==> src/verilog/mode_word_regs.svh <==
// named field positions, codes and timing counts for the mode-word block
// assumes a 50 MHz sys_clk; included by bare name from the design files
`ifndef MODE_WORD_REGS_SVH
`define MODE_WORD_REGS_SVH

// ----------------------------------------------------------------------
// bank-pin selection of the four words
// ----------------------------------------------------------------------
`define BA_MAIN        2'h0
`define BA_EXT_ONE     2'h1
`define BA_EXT_TWO     2'h2
`define BA_EXT_THREE   2'h3
`define WORD_RESET     14'h0000

// ----------------------------------------------------------------------
// field positions
// ----------------------------------------------------------------------
`define F_BL_HI        2
`define F_BL_LO        0
`define F_BT           3
`define F_CL_HI        6
`define F_CL_LO        4
`define F_TEST         7
`define F_DLL_RST      8
`define F_WR_HI        11
`define F_WR_LO        9
`define F_DLL_OFF      0
`define F_REDUCED      1
`define F_TERM_LO      2
`define F_AL_HI        5
`define F_AL_LO        3
`define F_TERM_HI      6
`define F_CAL_HI       9
`define F_CAL_LO       7
`define F_STB_DIS      10
`define F_RO_STB       11
`define F_EXT_SR       7

// ----------------------------------------------------------------------
// codes
// ----------------------------------------------------------------------
`define BL_FOUR        3'h2
`define BL_EIGHT       3'h3
`define CAL_EXIT       3'h0
`define CAL_DRIVE_HI   3'h1
`define CAL_DRIVE_LO   3'h2
`define CAL_ADJUST     3'h4
`define CAL_DEFAULT    3'h7
`define ADJ_PU_UP      4'h1
`define ADJ_PU_DN      4'h2
`define ADJ_PD_UP      4'h4
`define ADJ_PD_DN      4'h8
`define ADJ_BOTH_UP    4'h5
`define ADJ_PU_DN_PD_UP 4'h6
`define ADJ_PU_UP_PD_DN 4'h9
`define ADJ_BOTH_DN    4'ha
`define LAST_BEAT      2'h3
`define STEP_MAX       4'hf
`define STEP_MIN       4'h0
`define STEP_DEFAULT   4'h8

// ----------------------------------------------------------------------
// timing
// ----------------------------------------------------------------------
`define CLK_PERIOD_NS  20
`define DRIVE_ON_DELAY_NS 40
`define DRIVE_ON_CYC   ((`DRIVE_ON_DELAY_NS + `CLK_PERIOD_NS - 1) / `CLK_PERIOD_NS)

`endif

==> src/verilog/mode_word_pkg.sv <==
// types shared by the mode-word block
// assumes the constants header supplies all numbers
package mode_word_pkg;

  typedef struct packed {
    logic        cs_n;
    logic        ras_n;
    logic        cas_n;
    logic        we_n;
    logic        cke;
    logic [2:0]  ba;
    logic [13:0] addr;
    logic [7:0]  dq;
  } pin_bus_s;

  typedef enum logic [2:0] {
    CAL_IDLE,
    CAL_ON_WAIT,
    CAL_DRIVE,
    CAL_OFF_WAIT,
    CAL_ADJ,
    CAL_ADJ_WAIT,
    CAL_ADJ_BEATS
  } cal_state_e;

  typedef struct packed {
    logic       oe;
    logic [7:0] dq;
    logic       strobe;
    logic       strobe_n;
  } drive_out_s;

endpackage

==> src/verilog/pin_sync.sv <==
// two-flop synchroniser for a bundle of pin levels
// assumes the bits are independent levels, not a coherent word
`timescale 1ns/1ps

module pin_sync #(
  parameter int WIDTH = 1
) (
  // clock and reset
  input  wire logic             sys_clk,
  input  wire logic             srst,
  // levels
  input  wire logic [WIDTH-1:0] d,
  output logic      [WIDTH-1:0] q
);

  logic [WIDTH-1:0] meta_r;
  logic [WIDTH-1:0] meta_nxt;
  logic [WIDTH-1:0] sync_r;
  logic [WIDTH-1:0] sync_nxt;

  always_comb begin
    meta_nxt = d;
    sync_nxt = meta_r;
  end

  always_ff @(posedge sys_clk) begin
    if (srst) begin
      meta_r <= '0;
      sync_r <= '0;
    end else begin
      meta_r <= meta_nxt;
      sync_r <= sync_nxt;
    end
  end

  assign q = sync_r;

endmodule

==> src/verilog/drive_step.sv <==
// saturating 16-step driver strength setting
// assumes inc, dec and load_default are one-cycle pulses from sys_clk logic
`timescale 1ns/1ps
`include "mode_word_regs.svh"

module drive_step (
  // clock and reset
  input  wire logic       sys_clk,
  input  wire logic       srst,
  // step requests
  input  wire logic       inc,
  input  wire logic       dec,
  input  wire logic       load_default,
  // setting
  output logic      [3:0] step
);

  logic [3:0] step_r;
  logic [3:0] step_nxt;

  always_comb begin
    step_nxt = step_r;
    if (load_default) begin
      step_nxt = `STEP_DEFAULT;
    end else if (inc && !dec && (step_r != `STEP_MAX)) begin
      step_nxt = step_r + 4'h1;
    end else if (dec && !inc && (step_r != `STEP_MIN)) begin
      step_nxt = step_r - 4'h1;
    end
  end

  always_ff @(posedge sys_clk) begin
    if (srst) begin
      step_r <= `STEP_DEFAULT;
    end else begin
      step_r <= step_nxt;
    end
  end

  assign step = step_r;

  AST_STEP_SAT_TOP: assert property (@(posedge sys_clk) disable iff (srst)
    (step_r == 4'hf) && inc && !dec && !load_default |=> step_r == 4'hf)
    else $error("step passed the top of its range");

  AST_STEP_SAT_BOT: assert property (@(posedge sys_clk) disable iff (srst)
    (step_r == 4'h0) && dec && !inc && !load_default |=> step_r == 4'h0)
    else $error("step passed the bottom of its range");

endmodule

==> src/verilog/mode_register_and_driver_calibration.sv <==
// mode-word decode, self-refresh dll control and driver calibration
// assumes pins are asynchronous to sys_clk and one data beat per sys_clk cycle
`timescale 1ns/1ps
`include "mode_word_regs.svh"

// Operation
// - burst length from bits 2:0, four or eight
// - burst type bit 3, latency bits 6:4
// - bit 8 dll reset, bit 7 test mode
// - write recovery count from bits 11:9
// - all-low command loads word chosen by banks
// - extended word one field decode
// - self refresh turns dll off, exit resets
// - extended word two bit 7 self-refresh rate
// - calibration control code selects mode
// - drive modes force data and strobe levels
// - drivers follow entry and exit after delay
// - single adjust codes step one driver
// - shared saturating 16-step setting
// - code sampled at additive plus latency minus one
// - read-only strobe disables mask, reads only
module mode_register_and_driver_calibration (
  // clock and reset
  input  wire logic        sys_clk,
  input  wire logic        srst,
  // command and address pins
  input  wire logic        cs_n,
  input  wire logic        ras_n,
  input  wire logic        cas_n,
  input  wire logic        we_n,
  input  wire logic        cke,
  input  wire logic [2:0]  ba,
  input  wire logic [13:0] addr,
  // data pins, input side
  input  wire logic [7:0]  dq_in,
  // stored words
  output logic      [13:0] main_operating_word,
  output logic      [13:0] dll_drive_latency_word,
  output logic      [13:0] refresh_option_word,
  output logic      [13:0] spare_extended_word,
  // decoded mode state
  output logic             burst_eight,
  output logic             dll_active,
  output logic             dll_reset_pulse,
  output logic             self_refresh,
  output logic             write_byte_mask_en,
  output logic             read_only_strobe_drive,
  // driver calibration
  output logic [3:0]       pull_up_step,
  output logic [3:0]       pull_down_step,
  output logic [7:0]       dq_out,
  output logic             dq_oe,
  output logic             strobe_out,
  output logic             strobe_n_out,
  output logic             strobe_oe
);

  localparam int ON_CYC = `DRIVE_ON_CYC;

  // ----------------------------------------------------------------------
  // pin capture and command decode
  // ----------------------------------------------------------------------
  mode_word_pkg::pin_bus_s pins_raw;
  mode_word_pkg::pin_bus_s pins_s;
  logic                    cke_prev_r;
  logic                    self_refresh_r;
  logic                    cmd_low;
  logic                    mode_write;
  logic                    main_wr;
  logic                    ext1_wr;
  logic                    ext2_wr;
  logic                    ext3_wr;
  logic                    sr_entry;
  logic                    sr_exit;
  logic                    write_cmd;
  logic                    read_cmd;
  logic [2:0]              cal_code;

  assign pins_raw = {cs_n, ras_n, cas_n, we_n, cke, ba, addr, dq_in};

  pin_sync #(.WIDTH($bits(mode_word_pkg::pin_bus_s))) u_pin_sync (
    .sys_clk (sys_clk),
    .srst    (srst),
    .d       (pins_raw),
    .q       (pins_s)
  );

  assign cmd_low    = !pins_s.cs_n && !pins_s.ras_n && !pins_s.cas_n;
  // cke must be high on this and the previous edge; self-refresh entry instead needs we_n high with cke falling
  assign mode_write = cmd_low && !pins_s.we_n && pins_s.cke && cke_prev_r &&
                      !pins_s.ba[2];
  assign main_wr    = mode_write && (pins_s.ba[1:0] == `BA_MAIN);
  assign ext1_wr    = mode_write && (pins_s.ba[1:0] == `BA_EXT_ONE);
  assign ext2_wr    = mode_write && (pins_s.ba[1:0] == `BA_EXT_TWO);
  assign ext3_wr    = mode_write && (pins_s.ba[1:0] == `BA_EXT_THREE);
  assign sr_entry   = cmd_low && pins_s.we_n && cke_prev_r && !pins_s.cke;
  assign sr_exit    = self_refresh_r && !cke_prev_r && pins_s.cke;
  assign write_cmd  = !pins_s.cs_n && pins_s.ras_n && !pins_s.cas_n && !pins_s.we_n &&
                      pins_s.cke;
  assign read_cmd   = !pins_s.cs_n && pins_s.ras_n && !pins_s.cas_n && pins_s.we_n &&
                      pins_s.cke;
  assign cal_code   = pins_s.addr[`F_CAL_HI:`F_CAL_LO];

  // ----------------------------------------------------------------------
  // mode words and dll control
  // ----------------------------------------------------------------------
  logic [13:0] main_r,  main_nxt;
  logic [13:0] ext1_r,  ext1_nxt;
  logic [13:0] ext2_r,  ext2_nxt;
  logic [13:0] ext3_r,  ext3_nxt;
  logic        bl8_r,   bl8_nxt;
  logic        self_refresh_nxt;
  logic        dll_active_r,   dll_active_nxt;
  logic        dll_rst_r,      dll_rst_nxt;
  logic        mask_en_r,      mask_en_nxt;
  logic        ro_drive_r,     ro_drive_nxt;

  always_comb begin
    main_nxt         = main_r;
    ext1_nxt         = ext1_r;
    ext2_nxt         = ext2_r;
    ext3_nxt         = ext3_r;
    bl8_nxt          = bl8_r;
    self_refresh_nxt = self_refresh_r;
    dll_rst_nxt      = 1'b0;
    if (main_wr) begin
      main_nxt    = pins_s.addr;
      dll_rst_nxt = pins_s.addr[`F_DLL_RST];
      // unsupported length codes keep the previous length
      if (pins_s.addr[`F_BL_HI:`F_BL_LO] == `BL_EIGHT) begin
        bl8_nxt = 1'b1;
      end else if (pins_s.addr[`F_BL_HI:`F_BL_LO] == `BL_FOUR) begin
        bl8_nxt = 1'b0;
      end
    end
    if (ext1_wr) begin
      ext1_nxt = pins_s.addr;
    end
    if (ext2_wr) begin
      ext2_nxt = pins_s.addr;
    end
    if (ext3_wr) begin
      ext3_nxt = pins_s.addr;
    end
    if (sr_entry) begin
      self_refresh_nxt = 1'b1;
    end else if (sr_exit) begin
      self_refresh_nxt = 1'b0;
      dll_rst_nxt      = 1'b1;
    end
    // dll runs when enabled (bit clear) and not in self refresh
    dll_active_nxt = !ext1_nxt[`F_DLL_OFF] && !self_refresh_nxt;
    mask_en_nxt    = !ext1_nxt[`F_RO_STB];
    ro_drive_nxt   = ext1_r[`F_RO_STB] && read_cmd;
  end

  always_ff @(posedge sys_clk) begin
    if (srst) begin
      main_r         <= `WORD_RESET;
      ext1_r         <= `WORD_RESET;
      ext2_r         <= `WORD_RESET;
      ext3_r         <= `WORD_RESET;
      bl8_r          <= 1'b0;
      cke_prev_r     <= 1'b0;
      self_refresh_r <= 1'b0;
      dll_active_r   <= 1'b0;
      dll_rst_r      <= 1'b0;
      mask_en_r      <= 1'b1;
      ro_drive_r     <= 1'b0;
    end else begin
      main_r         <= main_nxt;
      ext1_r         <= ext1_nxt;
      ext2_r         <= ext2_nxt;
      ext3_r         <= ext3_nxt;
      bl8_r          <= bl8_nxt;
      cke_prev_r     <= pins_s.cke;
      self_refresh_r <= self_refresh_nxt;
      dll_active_r   <= dll_active_nxt;
      dll_rst_r      <= dll_rst_nxt;
      mask_en_r      <= mask_en_nxt;
      ro_drive_r     <= ro_drive_nxt;
    end
  end

  // ----------------------------------------------------------------------
  // driver calibration sequencer
  // ----------------------------------------------------------------------
  mode_word_pkg::cal_state_e state_r, state_nxt;
  mode_word_pkg::drive_out_s drv_r,   drv_nxt;
  logic [3:0] timer_r, timer_nxt;
  logic [3:0] wl_cnt_r, wl_cnt_nxt;
  logic [3:0] wl;
  logic [1:0] beat_r, beat_nxt;
  logic [3:0] code_r, code_nxt;
  logic       apply_r, apply_nxt;
  logic       dflt_r, dflt_nxt;
  logic       high_r, high_nxt;
  logic       pu_inc, pu_dec, pd_inc, pd_dec;

  // previously programmed additive latency is used, per the adjust timing
  assign wl = {1'b0, ext1_r[`F_AL_HI:`F_AL_LO]} + {1'b0, main_r[`F_CL_HI:`F_CL_LO]} - 4'h1;

  always_comb begin
    state_nxt  = state_r;
    timer_nxt  = timer_r;
    wl_cnt_nxt = wl_cnt_r;
    beat_nxt   = beat_r;
    code_nxt   = code_r;
    high_nxt   = high_r;
    apply_nxt  = 1'b0;
    dflt_nxt   = 1'b0;
    if (ext1_wr) begin
      case (cal_code)
        `CAL_EXIT: begin
          if ((state_r == mode_word_pkg::CAL_ON_WAIT) ||
              (state_r == mode_word_pkg::CAL_DRIVE)) begin
            state_nxt = mode_word_pkg::CAL_OFF_WAIT;
            timer_nxt = 4'(ON_CYC);
          end else if (state_r != mode_word_pkg::CAL_OFF_WAIT) begin
            state_nxt = mode_word_pkg::CAL_IDLE;
          end
        end
        `CAL_DRIVE_HI, `CAL_DRIVE_LO: begin
          high_nxt  = (cal_code == `CAL_DRIVE_HI);
          state_nxt = mode_word_pkg::CAL_ON_WAIT;
          timer_nxt = 4'(ON_CYC);
        end
        `CAL_ADJUST: begin
          state_nxt = mode_word_pkg::CAL_ADJ;
        end
        `CAL_DEFAULT: begin
          dflt_nxt = 1'b1;
        end
        default: begin
        end
      endcase
    end else begin
      case (state_r)
        mode_word_pkg::CAL_ON_WAIT: begin
          if (timer_r <= 4'h1) begin
            state_nxt = mode_word_pkg::CAL_DRIVE;
          end else begin
            timer_nxt = timer_r - 4'h1;
          end
        end
        mode_word_pkg::CAL_OFF_WAIT: begin
          if (timer_r <= 4'h1) begin
            state_nxt = mode_word_pkg::CAL_IDLE;
          end else begin
            timer_nxt = timer_r - 4'h1;
          end
        end
        mode_word_pkg::CAL_ADJ: begin
          if (write_cmd) begin
            beat_nxt = 2'h0;
            if (wl <= 4'h1) begin
              state_nxt = mode_word_pkg::CAL_ADJ_BEATS;
            end else begin
              state_nxt  = mode_word_pkg::CAL_ADJ_WAIT;
              wl_cnt_nxt = wl - 4'h1;
            end
          end
        end
        mode_word_pkg::CAL_ADJ_WAIT: begin
          if (wl_cnt_r <= 4'h1) begin
            state_nxt = mode_word_pkg::CAL_ADJ_BEATS;
          end else begin
            wl_cnt_nxt = wl_cnt_r - 4'h1;
          end
        end
        mode_word_pkg::CAL_ADJ_BEATS: begin
          // first beat ends in bit 3; burst type plays no part
          code_nxt = {code_r[2:0], pins_s.dq[0]};
          beat_nxt = beat_r + 2'h1;
          if (beat_r == `LAST_BEAT) begin
            apply_nxt = 1'b1;
            state_nxt = mode_word_pkg::CAL_ADJ;
          end
        end
        default: begin
        end
      endcase
    end
    drv_nxt.oe       = (state_nxt == mode_word_pkg::CAL_DRIVE) ||
                       (state_nxt == mode_word_pkg::CAL_OFF_WAIT);
    drv_nxt.dq       = (drv_nxt.oe && high_nxt) ? 8'hff : 8'h00;
    drv_nxt.strobe   = drv_nxt.oe && high_nxt;
    drv_nxt.strobe_n = drv_nxt.oe && !high_nxt;
  end

  always_ff @(posedge sys_clk) begin
    if (srst) begin
      state_r  <= mode_word_pkg::CAL_IDLE;
      drv_r    <= '0;
      timer_r  <= 4'h0;
      wl_cnt_r <= 4'h0;
      beat_r   <= 2'h0;
      code_r   <= 4'h0;
      apply_r  <= 1'b0;
      dflt_r   <= 1'b0;
      high_r   <= 1'b0;
    end else begin
      state_r  <= state_nxt;
      drv_r    <= drv_nxt;
      timer_r  <= timer_nxt;
      wl_cnt_r <= wl_cnt_nxt;
      beat_r   <= beat_nxt;
      code_r   <= code_nxt;
      apply_r  <= apply_nxt;
      dflt_r   <= dflt_nxt;
      high_r   <= high_nxt;
    end
  end

  // ----------------------------------------------------------------------
  // adjust decode and shared step counters
  // ----------------------------------------------------------------------
  // any code not listed falls through all four terms and changes nothing
  assign pu_inc = apply_r && ((code_r == `ADJ_PU_UP) || (code_r == `ADJ_BOTH_UP) ||
                  (code_r == `ADJ_PU_UP_PD_DN));
  assign pu_dec = apply_r && ((code_r == `ADJ_PU_DN) || (code_r == `ADJ_PU_DN_PD_UP) ||
                  (code_r == `ADJ_BOTH_DN));
  assign pd_inc = apply_r && ((code_r == `ADJ_PD_UP) || (code_r == `ADJ_BOTH_UP) ||
                  (code_r == `ADJ_PU_DN_PD_UP));
  assign pd_dec = apply_r && ((code_r == `ADJ_PD_DN) || (code_r == `ADJ_PU_UP_PD_DN) ||
                  (code_r == `ADJ_BOTH_DN));

  drive_step u_pull_up (
    .sys_clk      (sys_clk),
    .srst         (srst),
    .inc          (pu_inc),
    .dec          (pu_dec),
    .load_default (dflt_r),
    .step         (pull_up_step)
  );

  drive_step u_pull_down (
    .sys_clk      (sys_clk),
    .srst         (srst),
    .inc          (pd_inc),
    .dec          (pd_dec),
    .load_default (dflt_r),
    .step         (pull_down_step)
  );

  // ----------------------------------------------------------------------
  // outputs
  // ----------------------------------------------------------------------
  assign main_operating_word    = main_r;
  assign dll_drive_latency_word = ext1_r;
  assign refresh_option_word    = ext2_r;
  assign spare_extended_word    = ext3_r;
  assign burst_eight            = bl8_r;
  assign dll_active             = dll_active_r;
  assign dll_reset_pulse        = dll_rst_r;
  assign self_refresh           = self_refresh_r;
  assign write_byte_mask_en     = mask_en_r;
  assign read_only_strobe_drive = ro_drive_r;
  assign dq_out                 = drv_r.dq;
  assign dq_oe                  = drv_r.oe;
  assign strobe_out             = drv_r.strobe;
  assign strobe_n_out           = drv_r.strobe_n;
  assign strobe_oe              = drv_r.oe;

  // ----------------------------------------------------------------------
  // checks
  // ----------------------------------------------------------------------
  AST_BL_EIGHT: assert property (@(posedge sys_clk) disable iff (srst)
    main_wr && (pins_s.addr[2:0] == 3'h3) |=> bl8_r && burst_eight)
    else $error("burst length eight not taken");

  AST_MAIN_LOAD: assert property (@(posedge sys_clk) disable iff (srst)
    main_wr |=> main_operating_word == $past(pins_s.addr))
    else $error("main word not loaded");

  AST_EXT1_LOAD: assert property (@(posedge sys_clk) disable iff (srst)
    ext1_wr |=> (ext1_r == $past(pins_s.addr)) &&
                (dll_active == (!ext1_r[0] && !self_refresh_r)))
    else $error("extended word one not loaded");

  AST_SR_DLL: assert property (@(posedge sys_clk) disable iff (srst)
    sr_entry |=> !dll_active && self_refresh)
    else $error("dll still on in self refresh");

  AST_SR_EXIT_RESET: assert property (@(posedge sys_clk) disable iff (srst)
    sr_exit |=> dll_reset_pulse && !self_refresh ##1 !dll_reset_pulse || $past(main_wr))
    else $error("dll not reset on self refresh exit");

  AST_DRIVE_LEVELS: assert property (@(posedge sys_clk) disable iff (srst)
    dq_oe |-> (dq_out == (high_r ? 8'hff : 8'h00)) && (strobe_out == high_r) &&
              (strobe_n_out == !high_r))
    else $error("drive levels wrong");

  AST_DRIVE_ON: assert property (@(posedge sys_clk) disable iff (srst)
    ext1_wr && (cal_code == 3'h1) && (state_r == mode_word_pkg::CAL_IDLE)
    |=> !dq_oe ##ON_CYC dq_oe)
    else $error("drivers not on after drive delay");

  AST_RESERVED_ADJ: assert property (@(posedge sys_clk) disable iff (srst)
    apply_r && !(code_r inside {4'h1, 4'h2, 4'h4, 4'h8, 4'h5, 4'h6, 4'h9, 4'ha}) && !dflt_r
    |=> $stable(pull_up_step) && $stable(pull_down_step))
    else $error("reserved adjust code changed the step");

  AST_PU_UP: assert property (@(posedge sys_clk) disable iff (srst)
    apply_r && (code_r == 4'h1) && (pull_up_step != 4'hf) && !dflt_r
    |=> (pull_up_step == $past(pull_up_step) + 4'h1) && $stable(pull_down_step))
    else $error("pull-up raise code not applied");

  AST_BOTH_DN: assert property (@(posedge sys_clk) disable iff (srst)
    apply_r && (code_r == 4'ha) && (pull_up_step != 4'h0) && (pull_down_step != 4'h0) && !dflt_r
    |=> (pull_up_step == $past(pull_up_step) - 4'h1) &&
        (pull_down_step == $past(pull_down_step) - 4'h1))
    else $error("combined lower code not applied");

  AST_RO_STROBE: assert property (@(posedge sys_clk) disable iff (srst)
    ext1_wr && pins_s.addr[11] |=> !write_byte_mask_en)
    else $error("mask still on with read-only strobe");

  COV_DRIVE: cover property (@(posedge sys_clk) disable iff (srst) dq_oe && strobe_out);
  COV_ADJUST: cover property (@(posedge sys_clk) disable iff (srst) apply_r && (code_r != 4'h0));
  COV_SR_EXIT: cover property (@(posedge sys_clk) disable iff (srst) sr_exit);

endmodule

==> config.mk <==
export PLATFORM = sky130hd
export DESIGN_NAME = mode_register_and_driver_calibration
export DESIGN_NICKNAME = d
export VERILOG_FILES = /design/src/verilog/mode_word_pkg.sv /design/src/verilog/pin_sync.sv /design/src/verilog/drive_step.sv /design/src/verilog/mode_register_and_driver_calibration.sv
export VERILOG_INCLUDE_DIRS = /design/src /design/src/verilog
export SDC_FILE = /design/constraint.sdc
export NUM_CORES = 1
export LEC_CHECK = 0
export BUFFER_PORTS_ARGS = -buffer_cell sky130_fd_sc_hd__buf_2
export CAP_MARGIN = 20
export CORE_ASPECT_RATIO = 0.7
export CORE_MARGIN = 2
export CORE_UTILIZATION = 57
export CTS_BUF_LIST = sky130_fd_sc_hd__clkbuf_4
export DETAILED_ROUTE_END_ITERATION = 8
export GPL_TIMING_DRIVEN = 0
export PLACE_DENSITY = 0.83
export SLEW_MARGIN = 40
export SYNTH_ARGS = -nofsm -noshare
export SYNTH_HDL_FRONTEND = slang
export SYNTH_HIERARCHICAL = 1
export SYNTH_SLANG_ARGS = --single-unit
==> constraint.sdc <==
create_clock -name sys_clk -period 2.9 [get_ports sys_clk]
set_input_delay 0.29 -clock sys_clk [delete_from_list [all_inputs] [get_ports sys_clk]]
set_output_delay 0.29 -clock sys_clk [all_outputs]
set_load 0.02 [all_outputs]
# Word-level counts from Yosys, hierarchy flattened
# Index checks and enable logic that the tools add are counted.
# totals
reg_bits,162
inputBits,32
output_inout_bits,82
wordCells,199
# classes
add_sub_neg,10
order_cmp,3
eq_ne,35
mux,39
n_bitwise,2
reduce_logical,82
# op_table
operator,count
4-bit 2-to-1 mux,11
1-bit logical AND,37
3-bit 2-to-1 mux,8
"4-bit by 1-bit subtractor with 4-bit output, second input constant",6
"3-bit by 2-bit == test with 1-bit output, second input constant",7
4-bit case mux with 2 select lines,2
"3-bit == test, second input constant",5
1-bit zero test,15
3-bit case mux with 5 select lines,1
"4-bit by 3-bit == test with 1-bit output, second input constant",3
"4-bit == test, second input constant",3
"4-bit by 1-bit <= comparator with 1-bit output, second input constant",3
12-bit 2-to-1 mux,1
2-bit nonzero test,6
1-bit 2-to-1 mux,11
1-bit logical OR,10
3-bit case mux with 3 select lines,1
"4-bit by 1-bit adder with 4-bit output, second input constant",2
8-bit 2-to-1 mux,1
"2-bit inequality test, second input constant",4
"4-bit inequality test, second input constant",2
4-bit nonzero test,2
2-bit OR reduction,4
"2-bit == test, second input constant",3
other kinds (19),23

# Logic depth before layout (Yosys ltp)
# depth
depth_word,13
depth_mapped,12
mapped_depth_nobuf,12

# Hierarchy
# The synthesis kept the hierarchy.
# modules_own_cells
module,n_inst,cells_each,area_each_um2
mode_register_and_driver_calibration,1,471,3791.1
pin_sync,1,126,1606.5
drive_step,2,28,309.0

# Worst setup path after synthesis
# Ideal clock, no wire load.
# synth_path
path_type,register to register
from,register main_r[5] (netlist: main_operating_word[5])
to,register wl_cnt_r[1]
t_arrival_ps,2379
required_ps,2772
slack_ps,393
path_stages_with_launch,13
path_buffers,0
cell_sequence,dfxtp_1 inv_1 ha_1 inv_1 ha_1 inv_1 fa_1 xor2_1 o211ai_1 a32o_1 nand3_1 mux2i_1 nor2_1
# synth_between
elab_chain_len,6
elab_cells_between_ends,9
# synth_rtl
item,line,source
from (decl),mode_register_and_driver_calibration.sv:107,"logic [13:0] main_r, main_nxt;"
from (signal assigned),mode_register_and_driver_calibration.sv:159,main_r <= `WORD_RESET;
from (signal assigned),mode_register_and_driver_calibration.sv:171,main_r <= main_nxt;
3-bit by 3-bit adder with 4-bit output (*),mode_register_and_driver_calibration.sv:201,"assign wl = {1'b0, ext1_r[`F_AL_HI:`F_AL_LO]} + {1'b0, main_r[`F_CL_HI:`F_CL_LO]} - 4'h1;"
4-bit by 1-bit subtractor with 4-bit output (*),mode_register_and_driver_calibration.sv:201,
4-bit by 1-bit subtractor with 4-bit output,mode_register_and_driver_calibration.sv:260,wl_cnt_nxt = wl - 4'h1;
4-bit 2-to-1 mux,mode_register_and_driver_calibration.sv:256,if (wl <= 4'h1) begin
4-bit 2-to-1 mux,mode_register_and_driver_calibration.sv:254,if (write_cmd) begin
4-bit case mux with 2 select lines,mode_register_and_driver_calibration.sv:238,case (state_r)
to (signal assigned),mode_register_and_driver_calibration.sv:306,wl_cnt_r <= wl_cnt_nxt;
to (decl),mode_register_and_driver_calibration.sv:191,"logic [3:0] wl_cnt_r, wl_cnt_nxt;"
# Every way passes the cells marked *; elsewhere a longest branch is shown, timed or not. The select of a mux whose other input is x is not followed.
# A chain may end at the register's enable or synchronous reset.

# Final worst setup path
# Ends and elaborated chain as after synthesis.

==> flow_metrics.tcl <==
set metrics [dict create \
    fin_crit_ns 2.65 \
    finalNetCount 823 \
    drc 0 \
    hold_ws_ns 0.175 \
    coreArea_um2 9650 \
    syn_avg_cell_area_um2 9.04 \
    syn2layout_area_growth_pct 21.3 \
    start_util 0.585 \
    cts.sink_count 140 \
    critPathLaunchType "register" \
    setup_viol 0 \
    crit_path_end_kind "register" \
    outcome "complete, no violations" \
    rsz0062_at_grt "no" \
    syn_nets 675 \
    post_cts_buffers 0 \
    root_buffer "clkbuf_4" \
    ys_warn_count 6 \
    cts.htree.levels 4 \
    post-route-period-util 0.915 \
    grt_pass1_wl_mm 22.2 \
    hp-class "in -> reg" \
    cts_buffer_depth 2 \
    critPathBufInv 3 \
    finClkSkew_ns 0.0160 \
    grtUsageTotal 0.269 \
    drive_above_1_share 0.237 \
    grt_max_degree 18 \
    worst_path_most_repeated_cell "inv_1" \
    fmax_mhz 377 \
    final_common_cell "dfxtp_1" \
    cts_tree "done" \
    finalWorstSetupSlack_ns 0.246 \
    max_stage_delay_ns 0.37 \
    critPathArrivalTime_ns 3.07 \
    dr.pass1.iters 7 \
    globalRouteOverflowTotal 0 \
    critical-path-top-delay-family "adder cells" \
    totalWireLength_mm 13.9 \
    numCtsBuffers 17 \
    final_area_um2 6850 \
    wl_per_cell_um 15.2 \
    antenna_found_initial 0 \
    fp.dieW_um 123 \
    slowest_stage "dfxtp_1" \
    tightestPinTransition_ns 0.716 \
    cap_viol_max_count 0 \
    syn_inst 625 \
    dpl.hpwl_mm 9.87 \
    drtIter0Drc 447 \
    leakagePower_nw 2.84 \
    n_antenna_cell 0 \
    vias 4832 \
    crit_path_cell_trace "inv_1, ha_1, inv_1, ha_1, inv_1, fa_1, xor2_1, o211ai_1, a32o_1, nand3_2, mux2i_1, nor2_1" \
    path_class "reg -> reg" \
    routabilityCongestion 0.913 \
    relSlewSlack 0.523 \
    p_total_w 0.00335 \
    synth_area_um2 5650 \
    grt_pass1_vias 4682 \
    std_cell_rows 30 \
    slew_violations 0 \
    ioPinCount 114 \
    pre_cts_slack_ns 0.191 \
    die_h_um 87.3 \
    mostFrequentLayoutCells "dfxtp_1, nand2_1, buf_2" \
    io_buffers 106 \
    vdd_drop_max_mv 0.461 \
    dpl_cell_area_um2 6340 \
    dieArea_um2 10700 \
    cts.clk_slew.worst_paths_ns 0.12 \
    powerDensity_nw_per_um2 489 \
    cp_data_required_time_ns 3.31 \
    final.setup.tns_ns 0 \
    clk_latency_ns 0.54 \
    viasPerCell 5.29 \
    cp_max_fo 7 \
    detail-route-antenna-nets 0 \
    hold_viol_final 0 \
]
[final timing paths]
path | end | from | depth (start not counted) | slack (ns)
worst max-delay path | wl_cnt_r[1]$_SDFFE_PP0P_ | main_operating_word[5]$_SDFFE_PP0P_ | 12 | 0.25
worst max register to register | wl_cnt_r[1]$_SDFFE_PP0P_ | main_operating_word[5]$_SDFFE_PP0P_ | 12 | 0.25
worst min-delay path | u_pull_up/step[0]$_SDFFE_PP0P_ | srst | 2 | 0.17
worst min register to register | u_pin_sync/q[21]$_SDFF_PP0_ | u_pin_sync/meta_r[21]$_SDFF_PP0_ | 1 | 0.45
[power breakdown]
| group | switching (W) | internal [W] | leakage, nW |
|---|---|---|---|
| clock network | 0.000725 | 0.000521 | 0.145 |
| registers | 0.0000232 | 0.00195 | 1.14 |
| logic | 0.0000666 | 0.0000614 | 1.56 |
| total | 0.000815 | 0.00254 | 2.84 |
[per-layer routing]
layer	up-vias	GRT usage	routed length, um
met1	2283	0.362	6170
met3	24	0.0550	984
met2	170	0.430	6490
met4	0	0.101	209
li1	2355	-	-
met5	-	0	0
[sequential cells by signal, summed over array words and instances, names as in the netlist, 2 cells and up, named ones only]
register                cells
u_pin_sync/meta_r          23
u_pin_sync/q               23
dll_drive_latency_word     14
main_operating_word        14
refresh_option_word        14
spare_extended_word        14
code_r                      4
timer_r                     4
u_pull_down/step            4
u_pull_up/step              4
wl_cnt_r                    4
beat_r                      2
state_r                     2
[timing repair]
item / CTS / global route
endpoints found under the hold margin: 23 / 0
hold buffers: 23 / 0
endpoints found under the setup margin: 0 / 1
gates resized for setup: 0 / 1
[worst reg2reg max path, cell delays in order, from the launching register on]
cell      delay [ns]
dfxtp_1         0.37
inv_1           0.05
ha_1            0.29
inv_1           0.06
ha_1            0.14
inv_1           0.05
fa_1            0.37
xor2_1          0.23
o211ai_1        0.24
a32o_1          0.33
nand3_2         0.14
mux2i_1         0.22
nor2_1          0.05
[metrics by stage]
stage	utilization	std cells
detailed placement	0.657	859
global placement	0.657	859
floorplan	-	625
global route	0.710	913
CTS	0.710	913
finish	0.710	913
[area by class of cell]
class	instances	area (um^2)
buffer	46	239
clock buffer	18	135
clock inverter	13	141
fill	703	2800
inverter	21	78.8
multi-input combinational	418	2530
sequential	140	2800
tap	128	160
timing repair buffer	129	761
Note: power is estimated with default switching activity, not from simulation.
